File: config.mk
export PLATFORM = sky130hd
export DESIGN_NAME = dsu_uart
export DESIGN_NICKNAME = d
export VERILOG_FILES = /design/src/design/dsu_pkg.sv /design/src/design/dsu_uart.sv
export SDC_FILE = /design/constraint.sdc
export NUM_CORES = 1
export LEC_CHECK = 0
export BUFFER_PORTS_ARGS = -buffer_cell sky130_fd_sc_hd__buf_4
export CORE_MARGIN = 5
export CORE_UTILIZATION = 50
export DETAILED_ROUTE_END_ITERATION = 8
export PLACE_DENSITY = 0.69
export SLEW_MARGIN = 20
export SYNTH_ARGS = -nofsm -noshare
export SYNTH_HDL_FRONTEND = slang
export SYNTH_SLANG_ARGS = --single-unit
File: constraint.sdc
create_clock -name REF_CLK -period 3.8 [get_ports REF_CLK]
set_clock_uncertainty 0.15 [all_clocks]
set_input_delay 0.19 -clock REF_CLK [delete_from_list [all_inputs] [get_ports REF_CLK]]
set_output_delay 0.19 -clock REF_CLK [all_outputs]
set_load 0.05 [all_outputs]
File: src/design/dsu_pkg.sv
// package for the debug serial port: register map, status layout, frame constants
// assumes a 16-bit processor data bus with 16-bit word addresses
package dsu_pkg;
  localparam logic [15:0] ADDR_LINE_STATUS = 16'hC028;
  localparam logic [15:0] ADDR_DATA_LOW = 16'hC029;
  localparam logic [15:0] ADDR_DATA_HIGH = 16'hC02A;
  localparam logic [15:0] ADDR_BAUD_DIVIDER = 16'hC02B;
  localparam logic [15:0] BAUD_DIVIDER_RESET = 16'h0000;
  localparam int ST_SHIFTER_ACTIVE = 0;
  localparam int ST_TX_FULL = 1;
  localparam int ST_RX_FULL = 2;
  localparam int ST_RX_OVERRUN = 3;
  localparam int ST_FRAME_ERR = 4;
  localparam int DIV_PRESCALE_LSB = 8;
  localparam int DATA_BITS = 8;
  localparam logic [3:0] LAST_DATA_BIT = 4'h7;
  localparam logic [7:0] BYTE_ZERO = 8'h00;
  localparam logic [7:0] BYTE_ONE = 8'h01;

  typedef struct packed {
    logic frame_err;
    logic overrun;
    logic rx_full;
    logic tx_full;
    logic shifter_active;
  } dsu_status_t;

  typedef enum logic [1:0] {TX_IDLE, TX_START, TX_DATA, TX_STOP} dsu_tx_state_t;
  typedef enum logic [1:0] {RX_IDLE, RX_START, RX_DATA, RX_STOP} dsu_rx_state_t;
endpackage

File: src/design/dsu_uart.sv
// debug serial port: transmit and receive holding registers, shifters, baud divider
// assumes a one-cycle bus strobe on REF_CLK; RXD arrives asynchronously
`timescale 1ns/1ps
// How it works
// - transmit line idles high between frames
// - start low, eight data lsb first, stop high
// - zero stop bit sets framing error flag
// - overrun loads previous receive-full on transfer
// - receive-full set on transfer, cleared by read
// - transmit-full high while holding register occupied
// - shifter-active high while frame is sent
// - low data read returns byte low, upper zero
// - receive interrupt on each holding transfer
// - data write queues only the addressed byte lane
// - idle write loads shifter, interrupts, starts
// - busy write holds byte until frame ends
// - upper data register mirrors low, bits 15:8
// - divider resets zero, prescale high byte
// - bit rate is clock over (d1+1)*d2
// - holding empties when its frame begins
// - falling edge while idle starts a frame
// - data sampled mid-bit by fixed timer
// - frame end transfers, checks, interrupts, idles
// - sample tick is the prescale divider output
module dsu_uart
  import dsu_pkg::*;
(
  input wire logic REF_CLK,
  input wire logic RESET,
  input wire logic [15:0] BUS_ADDR,
  input wire logic BUS_RD,
  input wire logic BUS_WR,
  input wire logic [15:0] BUS_WDATA,
  output logic [15:0] BUS_RDATA,
  input wire logic RXD,
  output logic TXD,
  output logic TRANSMIT_INTERRUPT_PULSE,
  output logic RECEIVE_INTERRUPT_PULSE
);
  // bus decode
  wire sel_status = BUS_ADDR == ADDR_LINE_STATUS;
  wire sel_low = BUS_ADDR == ADDR_DATA_LOW;
  wire sel_high = BUS_ADDR == ADDR_DATA_HIGH;
  wire sel_div = BUS_ADDR == ADDR_BAUD_DIVIDER;
  wire data_wr = BUS_WR && (sel_low || sel_high);
  wire data_rd = BUS_RD && (sel_low || sel_high);
  // only the addressed byte lane is queued
  wire [7:0] wr_byte = sel_high ? BUS_WDATA[15:8] : BUS_WDATA[7:0];

  logic [15:0] div_r;
  wire [7:0] prescale_divider = div_r[15:DIV_PRESCALE_LSB];
  wire [7:0] bit_time_divider = div_r[7:0];

  always_ff @(posedge REF_CLK)
  begin
    if (RESET)
      div_r <= BAUD_DIVIDER_RESET;
    else if (BUS_WR && sel_div)
      div_r <= BUS_WDATA;
  end

  // first divider: one tick every d1+1 clocks
  logic [7:0] pre_cnt_r;
  wire pre_tick = pre_cnt_r >= prescale_divider;
  always_ff @(posedge REF_CLK)
  begin
    if (RESET || pre_tick)
      pre_cnt_r <= BYTE_ZERO;
    else
      pre_cnt_r <= pre_cnt_r + BYTE_ONE;
  end

  // receive line synchroniser
  logic rxd_meta_r;
  logic rxd_sync_r;
  logic rxd_prev_r;
  always_ff @(posedge REF_CLK)
  begin
    if (RESET)
    begin
      rxd_meta_r <= 1'b1;
      rxd_sync_r <= 1'b1;
      rxd_prev_r <= 1'b1;
    end
    else
    begin
      rxd_meta_r <= RXD;
      rxd_sync_r <= rxd_meta_r;
      rxd_prev_r <= rxd_sync_r;
    end
  end

  // two-entry buffer between bus writes and the shifter
  logic [7:0] buf_data_r [2];
  logic buf_wp_r;
  logic buf_rp_r;
  logic [1:0] buf_cnt_r;
  wire buf_in_valid = data_wr;
  wire buf_in_ready = buf_cnt_r != 2'h2;
  wire buf_out_valid = buf_cnt_r != 2'h0;
  logic buf_out_ready;
  wire buf_push = buf_in_valid && buf_in_ready;
  wire buf_pop = buf_out_valid && buf_out_ready;
  wire [7:0] buf_out_data = buf_data_r[buf_rp_r];

  always_ff @(posedge REF_CLK)
  begin
    if (RESET)
    begin
      buf_wp_r <= 1'b0;
      buf_rp_r <= 1'b0;
      buf_cnt_r <= 2'h0;
    end
    else
    begin
      if (buf_push)
        buf_wp_r <= ~buf_wp_r;
      if (buf_pop)
        buf_rp_r <= ~buf_rp_r;
      buf_cnt_r <= buf_cnt_r + {1'b0, buf_push} - {1'b0, buf_pop};
    end
  end

  always_ff @(posedge REF_CLK)
  begin
    if (buf_push)
      buf_data_r[buf_wp_r] <= wr_byte;
  end

  // transmitter
  dsu_tx_state_t tx_state_r;
  dsu_tx_state_t tx_state_nxt;
  logic [7:0] tx_shift_r;
  logic [3:0] tx_bit_r;
  logic [7:0] tx_tim_r;
  logic txd_r;
  logic transmit_interrupt_r;
  wire tx_idle = tx_state_r == TX_IDLE;
  wire tx_bit_end = pre_tick && (tx_tim_r + BYTE_ONE >= bit_time_divider);
  // idle shifter takes the oldest held byte at once
  assign buf_out_ready = tx_idle;
  wire tx_load = buf_pop;

  always_comb
  begin
    tx_state_nxt = tx_state_r;
    case (tx_state_r)
      TX_IDLE:
        if (tx_load)
          tx_state_nxt = TX_START;
      TX_START:
        if (tx_bit_end)
          tx_state_nxt = TX_DATA;
      TX_DATA:
        if (tx_bit_end && tx_bit_r == LAST_DATA_BIT)
          tx_state_nxt = TX_STOP;
      TX_STOP:
        if (tx_bit_end)
          tx_state_nxt = TX_IDLE;
      default:
        tx_state_nxt = TX_IDLE;
    endcase
  end

  always_ff @(posedge REF_CLK)
  begin
    if (RESET)
    begin
      tx_state_r <= TX_IDLE;
      tx_shift_r <= BYTE_ZERO;
      tx_bit_r <= 4'h0;
      tx_tim_r <= BYTE_ZERO;
      txd_r <= 1'b1;
      transmit_interrupt_r <= 1'b0;
    end
    else
    begin
      tx_state_r <= tx_state_nxt;
      transmit_interrupt_r <= tx_load;
      if (tx_load)
      begin
        tx_shift_r <= buf_out_data;
        tx_bit_r <= 4'h0;
        tx_tim_r <= BYTE_ZERO;
      end
      else if (tx_bit_end)
        tx_tim_r <= BYTE_ZERO;
      else if (pre_tick)
        tx_tim_r <= tx_tim_r + BYTE_ONE;
      if (tx_state_r == TX_DATA && tx_bit_end)
      begin
        tx_shift_r <= {1'b0, tx_shift_r[7:1]};
        tx_bit_r <= tx_bit_r + 4'h1;
      end
      case (tx_state_nxt)
        TX_START: txd_r <= 1'b0;
        TX_DATA: txd_r <= (tx_state_r == TX_DATA && tx_bit_end) ? tx_shift_r[1] : tx_shift_r[0];
        default: txd_r <= 1'b1;
      endcase
    end
  end

  // receiver
  dsu_rx_state_t rx_state_r;
  logic [7:0] rx_shift_r;
  logic [3:0] rx_bit_r;
  logic [8:0] rx_tim_r;
  wire rx_fall = rxd_prev_r && !rxd_sync_r;
  // half a bit to mid start, then whole bits
  wire [8:0] rx_target = (rx_state_r == RX_START) ? {2'b00, bit_time_divider[7:1]}
                                                  : {1'b0, bit_time_divider};
  wire rx_sample = pre_tick && (rx_tim_r + 9'h001 >= rx_target);
  wire rx_done = rx_state_r == RX_STOP && rx_sample;

  logic [7:0] rx_hold_r;
  logic frame_err_r;
  logic overrun_r;
  logic rx_full_r;
  dsu_status_t line_status;
  logic receive_interrupt_r;

  always_ff @(posedge REF_CLK)
  begin
    if (RESET)
    begin
      rx_state_r <= RX_IDLE;
      rx_shift_r <= BYTE_ZERO;
      rx_bit_r <= 4'h0;
      rx_tim_r <= 9'h000;
    end
    else
    begin
      if (rx_sample || (rx_state_r == RX_IDLE))
        rx_tim_r <= 9'h000;
      else if (pre_tick)
        rx_tim_r <= rx_tim_r + 9'h001;
      case (rx_state_r)
        RX_IDLE:
          if (rx_fall)
            rx_state_r <= RX_START;
        RX_START:
          if (rx_sample)
          begin
            rx_state_r <= rxd_sync_r ? RX_IDLE : RX_DATA;
            rx_bit_r <= 4'h0;
          end
        RX_DATA:
          if (rx_sample)
          begin
            rx_shift_r <= {rxd_sync_r, rx_shift_r[7:1]};
            rx_bit_r <= rx_bit_r + 4'h1;
            if (rx_bit_r == LAST_DATA_BIT)
              rx_state_r <= RX_STOP;
          end
        RX_STOP:
          if (rx_sample)
            rx_state_r <= RX_IDLE;
        default:
          rx_state_r <= RX_IDLE;
      endcase
    end
  end

  // status and receive holding register
  always_ff @(posedge REF_CLK)
  begin
    if (RESET)
    begin
      rx_hold_r <= BYTE_ZERO;
      frame_err_r <= 1'b0;
      overrun_r <= 1'b0;
      rx_full_r <= 1'b0;
      receive_interrupt_r <= 1'b0;
    end
    else
    begin
      receive_interrupt_r <= rx_done;
      if (rx_done)
      begin
        rx_hold_r <= rx_shift_r;
        frame_err_r <= !rxd_sync_r;
        overrun_r <= rx_full_r;
        rx_full_r <= 1'b1;
      end
      else if (data_rd)
        rx_full_r <= 1'b0;
    end
  end

  // status word: receive flags registered, transmit flags from state
  wire tx_full = buf_out_valid && !tx_idle;
  wire shifter_active = !tx_idle;
  assign line_status = {frame_err_r, overrun_r, rx_full_r, tx_full, shifter_active};

  // registered read data
  always_ff @(posedge REF_CLK)
  begin
    if (RESET)
      BUS_RDATA <= 16'h0000;
    else if (BUS_RD)
    begin
      if (sel_status)
        BUS_RDATA <= {11'h000, line_status};
      else if (sel_low)
        BUS_RDATA <= {BYTE_ZERO, rx_hold_r};
      else if (sel_high)
        BUS_RDATA <= {rx_hold_r, BYTE_ZERO};
      else if (sel_div)
        BUS_RDATA <= div_r;
      else
        BUS_RDATA <= 16'h0000;
    end
  end

  assign TXD = txd_r;
  assign TRANSMIT_INTERRUPT_PULSE = transmit_interrupt_r;
  assign RECEIVE_INTERRUPT_PULSE = receive_interrupt_r;

  chk_idle_line_high: assert property (@(posedge REF_CLK) disable iff (RESET)
    tx_state_r == TX_IDLE && $past(tx_state_r) == TX_IDLE |-> TXD)
    else $error("line not high while idle");
  chk_start_bit_low: assert property (@(posedge REF_CLK) disable iff (RESET)
    tx_state_r == TX_START |-> !TXD)
    else $error("start bit not low");
  chk_frame_err_stop: assert property (@(posedge REF_CLK) disable iff (RESET)
    rx_done |=> frame_err_r == !$past(rxd_sync_r))
    else $error("framing flag wrong");
  chk_overrun_copy: assert property (@(posedge REF_CLK) disable iff (RESET)
    rx_done |=> overrun_r == $past(rx_full_r) && rx_full_r)
    else $error("overrun not copied");
  chk_rx_full_clear: assert property (@(posedge REF_CLK) disable iff (RESET)
    data_rd && !rx_done |=> !rx_full_r)
    else $error("receive full not cleared");
  chk_receive_interrupt_once: assert property (@(posedge REF_CLK) disable iff (RESET)
    rx_done |=> RECEIVE_INTERRUPT_PULSE ##1 !RECEIVE_INTERRUPT_PULSE)
    else $error("receive interrupt wrong");
  chk_idle_write_load: assert property (@(posedge REF_CLK) disable iff (RESET)
    data_wr && tx_idle && !buf_out_valid |-> ##2 (TRANSMIT_INTERRUPT_PULSE && shifter_active && !TXD))
    else $error("idle write did not start");
  chk_busy_write_hold: assert property (@(posedge REF_CLK) disable iff (RESET)
    data_wr && !tx_idle && tx_state_nxt != TX_IDLE |=> tx_full)
    else $error("busy write not held");
  chk_stop_bit_high: assert property (@(posedge REF_CLK) disable iff (RESET)
    tx_state_r == TX_STOP |-> TXD)
    else $error("stop bit not high");
  chk_transmit_interrupt_start: assert property (@(posedge REF_CLK) disable iff (RESET)
    TRANSMIT_INTERRUPT_PULSE |-> shifter_active && !TXD)
    else $error("transmit interrupt without start");
  chk_rx_idle_wait: assert property (@(posedge REF_CLK) disable iff (RESET)
    rx_state_r == RX_IDLE && !rx_fall |=> rx_state_r == RX_IDLE)
    else $error("receiver left idle without edge");
  chk_low_read_zero: assert property (@(posedge REF_CLK) disable iff (RESET)
    BUS_RD && sel_low |=> BUS_RDATA[15:8] == BYTE_ZERO)
    else $error("low data read upper byte not zero");
  chk_high_read_zero: assert property (@(posedge REF_CLK) disable iff (RESET)
    BUS_RD && sel_high |=> BUS_RDATA[7:0] == BYTE_ZERO)
    else $error("high data read lower byte not zero");
  chk_div_reset: assert property (@(posedge REF_CLK)
    $past(RESET) |-> div_r == BAUD_DIVIDER_RESET)
    else $error("divider not reset");

  cov_tx_frame: cover property (@(posedge REF_CLK) disable iff (RESET) tx_state_r == TX_STOP);
  cov_rx_byte: cover property (@(posedge REF_CLK) disable iff (RESET) rx_done);
  cov_overrun: cover property (@(posedge REF_CLK) disable iff (RESET) rx_done && rx_full_r);
  cov_held_byte: cover property (@(posedge REF_CLK) disable iff (RESET) tx_full);
  cov_frame_err: cover property (@(posedge REF_CLK) disable iff (RESET) rx_done && !rxd_sync_r);
endmodule // dsu_uart

==> metrics.yaml <==
synthesis:
  synth_largest_type_area_fraction_pct: 35.7
  count_of_distinct_cell_types_in_the_synthesized_netlist: 65
  synth-edff-count: 16
  yosysTopAreaCell: "dfxtp_1"
  share_of_async_settable_or_async_resettable_flops_after_synthesis_pct: 0
  post_synth_inst_count: 647
  synth_seq_cells: 123
  synth.avg_cell_area_um2: 9.28
  synth_seq_area_share_pct: 43.7
  syn-num-nets: 715
  synth_area_leaders: "dfxtp_1 36%, edfxtp_1 8.0%, ha_1 6.5%"
  yosysMostFrequentCell: "dfxtp_1"
  syn_area_mm2: 0.00601
  synth_flop_cell: "dfxtp_1"
  number_of_warnings_issued_by_yosys: 0
  synthTopCellsByCount: "107 x dfxtp_1, 86 x nand2_1, 67 x nor2_1, 31 x ha_1, 30 x a21oi_1"
critical_path:
  cpMaxStageDelayCell: "dfxtp_1"
  rr_worst_depth: 12
  worst_setup_path_start_kind: "flip-flop"
  critPathMostFrequentCell: "ha_1"
  regToRegEndpoint: "rx_hold_r[0]"
  rr_startpoint: "rx_tim_r[0]"
  required_ns: 3.99
  worst_ep_arrival_time_ns: 3.42
  r2r_setup_slack_ns: 0.57
  worst_setup_path_end_kind: "flip-flop"
  worstPathCellList: "ha_1 -> nand3_1 -> nor2_1 -> xor2_1 -> ha_1 -> a21oi_1 -> nand2_1 -> a2111oi_4 -> o21ai_0 -> nand4_1 -> buf_12 -> mux2i_1"
  criticalPathCategory: "reg2reg"
  path_max_fanout: 12
  worst_setup_path_endpoint: "rx_hold_r[0]"
  cp-startpoint: "rx_tim_r[0]"
  critical-path-max-stage-delay_ns: 0.40
power_and_ir_drop:
  finalPower_mw: 3.41
  ir_drop_mv: 0.298
  power_density_mw_per_mm2: 469
  leakagePower_nw: 2.95
sta:
  slew_headroom_pct: 47.4
  finalHoldViolations: 0
  tightestPinTransition_ns: 0.787
  setup_violations: 0
  setup_repair_after_global_routing_missed_its_margin: "false"
  fin_tns_setup_ns: 0
  timing.fmax_mhz: 310
  timing_max_transition_violations_final: 0
  postLayoutSetupSlackWorst_ns: 0.574
  final_min_period_ns: 3.23
  final_min_period_over_clock_period_pct: 84.9
drt:
  route.detailed.vias_per_inst: 5.69
  drt_iter0_markers: 385
  average_wire_per_cell_in_the_routed_design_um: 16.3
  routed_wl_um: 14300
  vias: 4999
  number_of_optimization_iterations_in_the_first_detailed_route_pass: 5
  ant_nets: 0
  drc_viols: 0
die:
  core_region_area_mm2: 0.0119
  floorplan.die_area_mm2: 0.0143
  pin_count: 56
  chipWidth_um: 120
  placement_rows: 40
  initial_core_util_pct: 50.4
  fp.dieH_um: 120
clocking:
  clk_path_buf_depth: 2
  cts_tree: "done"
  latest_clock_arrival_within_the_worst_skew_pair_ns: 0.42
  number_of_buffers_added_by_the_clock_tree_synthesis_step: 17
  clk_pin_slew_worst_paths_ns: 0.06
  htree_levels: 4
  cts.root.buffer_cell: "clkbuf_16"
  tritoncts_num_sinks: 123
  cts_repair_resize_count: 0
finish:
  nets: 786
  post-route-util_pct: 61.1
  area_added_between_synthesis_and_finish_pct: 21.1
  antennaDiodeCount: 0
  drive_gt1_share_pct: 17.2
run:
  drv_cap: 0
global_routing:
  maximum_number_of_pins_on_one_net_before_global_route_repair: 64
  via_count_of_the_first_global_routing_pass: 4871
  global_route.overflow_total: 0
  grt_antenna_before_repair: 0
  wire_length_of_the_first_global_routing_pass_um: 23500
  global_routing_usage_summed_across_all_routing_layers_pct: 20.5
place:
  gpl.final_weighted_congestion: 0.883
  dp_hpwl_um: 10200
  detailedPlace.worstSlack_ns: 0.270
  port_buffers: 55
status:
  status: "completed"
worst_hold_path:
  worst_hold_path_type: "in2reg"
## report_power, final
group	leakage [nW]	internal, mW	total, mW	switching, mW
sequential	1.01	1.39	1.46	0.0663
combinational	1.68	0.202	0.463	0.261
clock	0.262	0.897	1.49	0.594
total	2.95	2.49	3.41	0.921
## critical path, delay by kind of cell, from the launching register on
kind | cells | cell delay [ns]
flip-flops | 1 | 0.40
multiplexers | 1 | 0.20
XOR/XNOR | 1 | 0.19
AO/OA/AOI/OAI | 3 | 0.81
AND/OR/NAND/NOR | 4 | 0.72
buffers and inverters | 1 | 0.16
adder cells (fa/ha/maj) | 2 | 0.50
## cell families (layout without fill, tap and decap cells)
group	count (synthesis)	in the layout	share of synthesized area, %
adder cells (fa/ha/maj)	31	31	6.46
buffers and inverters	60	144	4.33
AND/OR/NAND/NOR	227	227	18.1
AO/OA/AOI/OAI	133	133	15.9
multiplexers	37	37	6.33
flip-flops	123	123	43.7
XOR/XNOR	36	36	5.25
## worst min-delay path by stage
stage	start	to	slack (ns)	cells past startpoint
3_3_place_gp	RXD	rxd_meta_r	0.23	2
4_1_cts	BUS_ADDR[0]	BUS_RDATA[2]	0.08	4
3_5_place_dp	RXD	rxd_meta_r	0.23	2
2_1_floorplan	RXD	rxd_meta_r	0.14	1
5_1_grt	BUS_ADDR[0]	BUS_RDATA[2]	0.11	4
6_report	BUS_ADDR[0]	BUS_RDATA[2]	0.10	4
## sequential cells by signal, summed over array words and instances, names as in the netlist, 8 cells and up, named ones only
name        cells
buf_data_r     16
rx_hold_r       8
rx_shift_r      8
BUS_RDATA      16
rx_tim_r        9
tx_tim_r        8
div_r          16
pre_cnt_r       8
tx_shift_r      8
## stage by stage
stage / area (um2) / hold slack, ns / cells
4_1_cts: 7250 / 0.0779 / 877
3_3_place_gp: 6520 / 0.230 / 827
5_1_grt: 7270 / 0.112 / 878
6_report: 7270 / 0.101 / 878
2_1_floorplan: 6010 / 0.144 / 647
3_5_place_dp: 6520 / 0.230 / 827
## layout make-up
class | instances | area, um2
Clock buffer | 18 | 429
Clock inverter | 14 | 123
Fill cell | 996 | 4640
Inverter | 29 | 109
Multi-Input combinational cell | 464 | 3120
Sequential cell | 123 | 2620
Tap cell | 147 | 184
Timing Repair Buffer | 83 | 681
## layout by cell type (no fill, tap or decap), drive strengths merged, types with 3 or more instances in the layout
cell type    Yosys  final
clkinv           2     10
o31ai            3      3
a211oi           5      5
nand2b           4      4
or2              7      7
edfxtp          16     16
and3            13     13
a211o            3      3
nor4             7      7
o21ai           22     22
nand3           21     21
clkbuf          20     18
nand4            5      5
dlygate4sd3      0     18
nor2b            4      4
a21oi           40     40
xnor2            8      8
a2bb2oi          8      8
nor2            67     67
ha              31     31
mux2i           29     29
o211ai           3      3
a22o             4      4
nand2           86     86
buf             11     65
dfxtp          107    107
mux2             8      8
a22oi           10     10
o221ai           6      6
o21a             4      4
o41ai            3      3
clkinvlp         0      3
inv             27     29
nor3             7      7
xor2            28     28
## routing by layer
layer	vias up	wire [um]	share of wire (%)	track usage (%)
met3	29	732	5.1	4.29
met5	-	0	0	0
met2	144	7100	50	35.3
met1	2385	6040	42	24.7
met4	0	435	3.0	9.16
li1	2441	-	-	-
## timing repair
| item | in CTS | in global routing |
|---|---|---|
| hold buffers | 18 | 0 |
| setup buffers | 0 | 1 |
| hold endpoints to repair | 40 | 0 |
| endpoints found under the setup margin | 0 | 8 |
No activity file was read; power rests on OpenSTA's default activity.
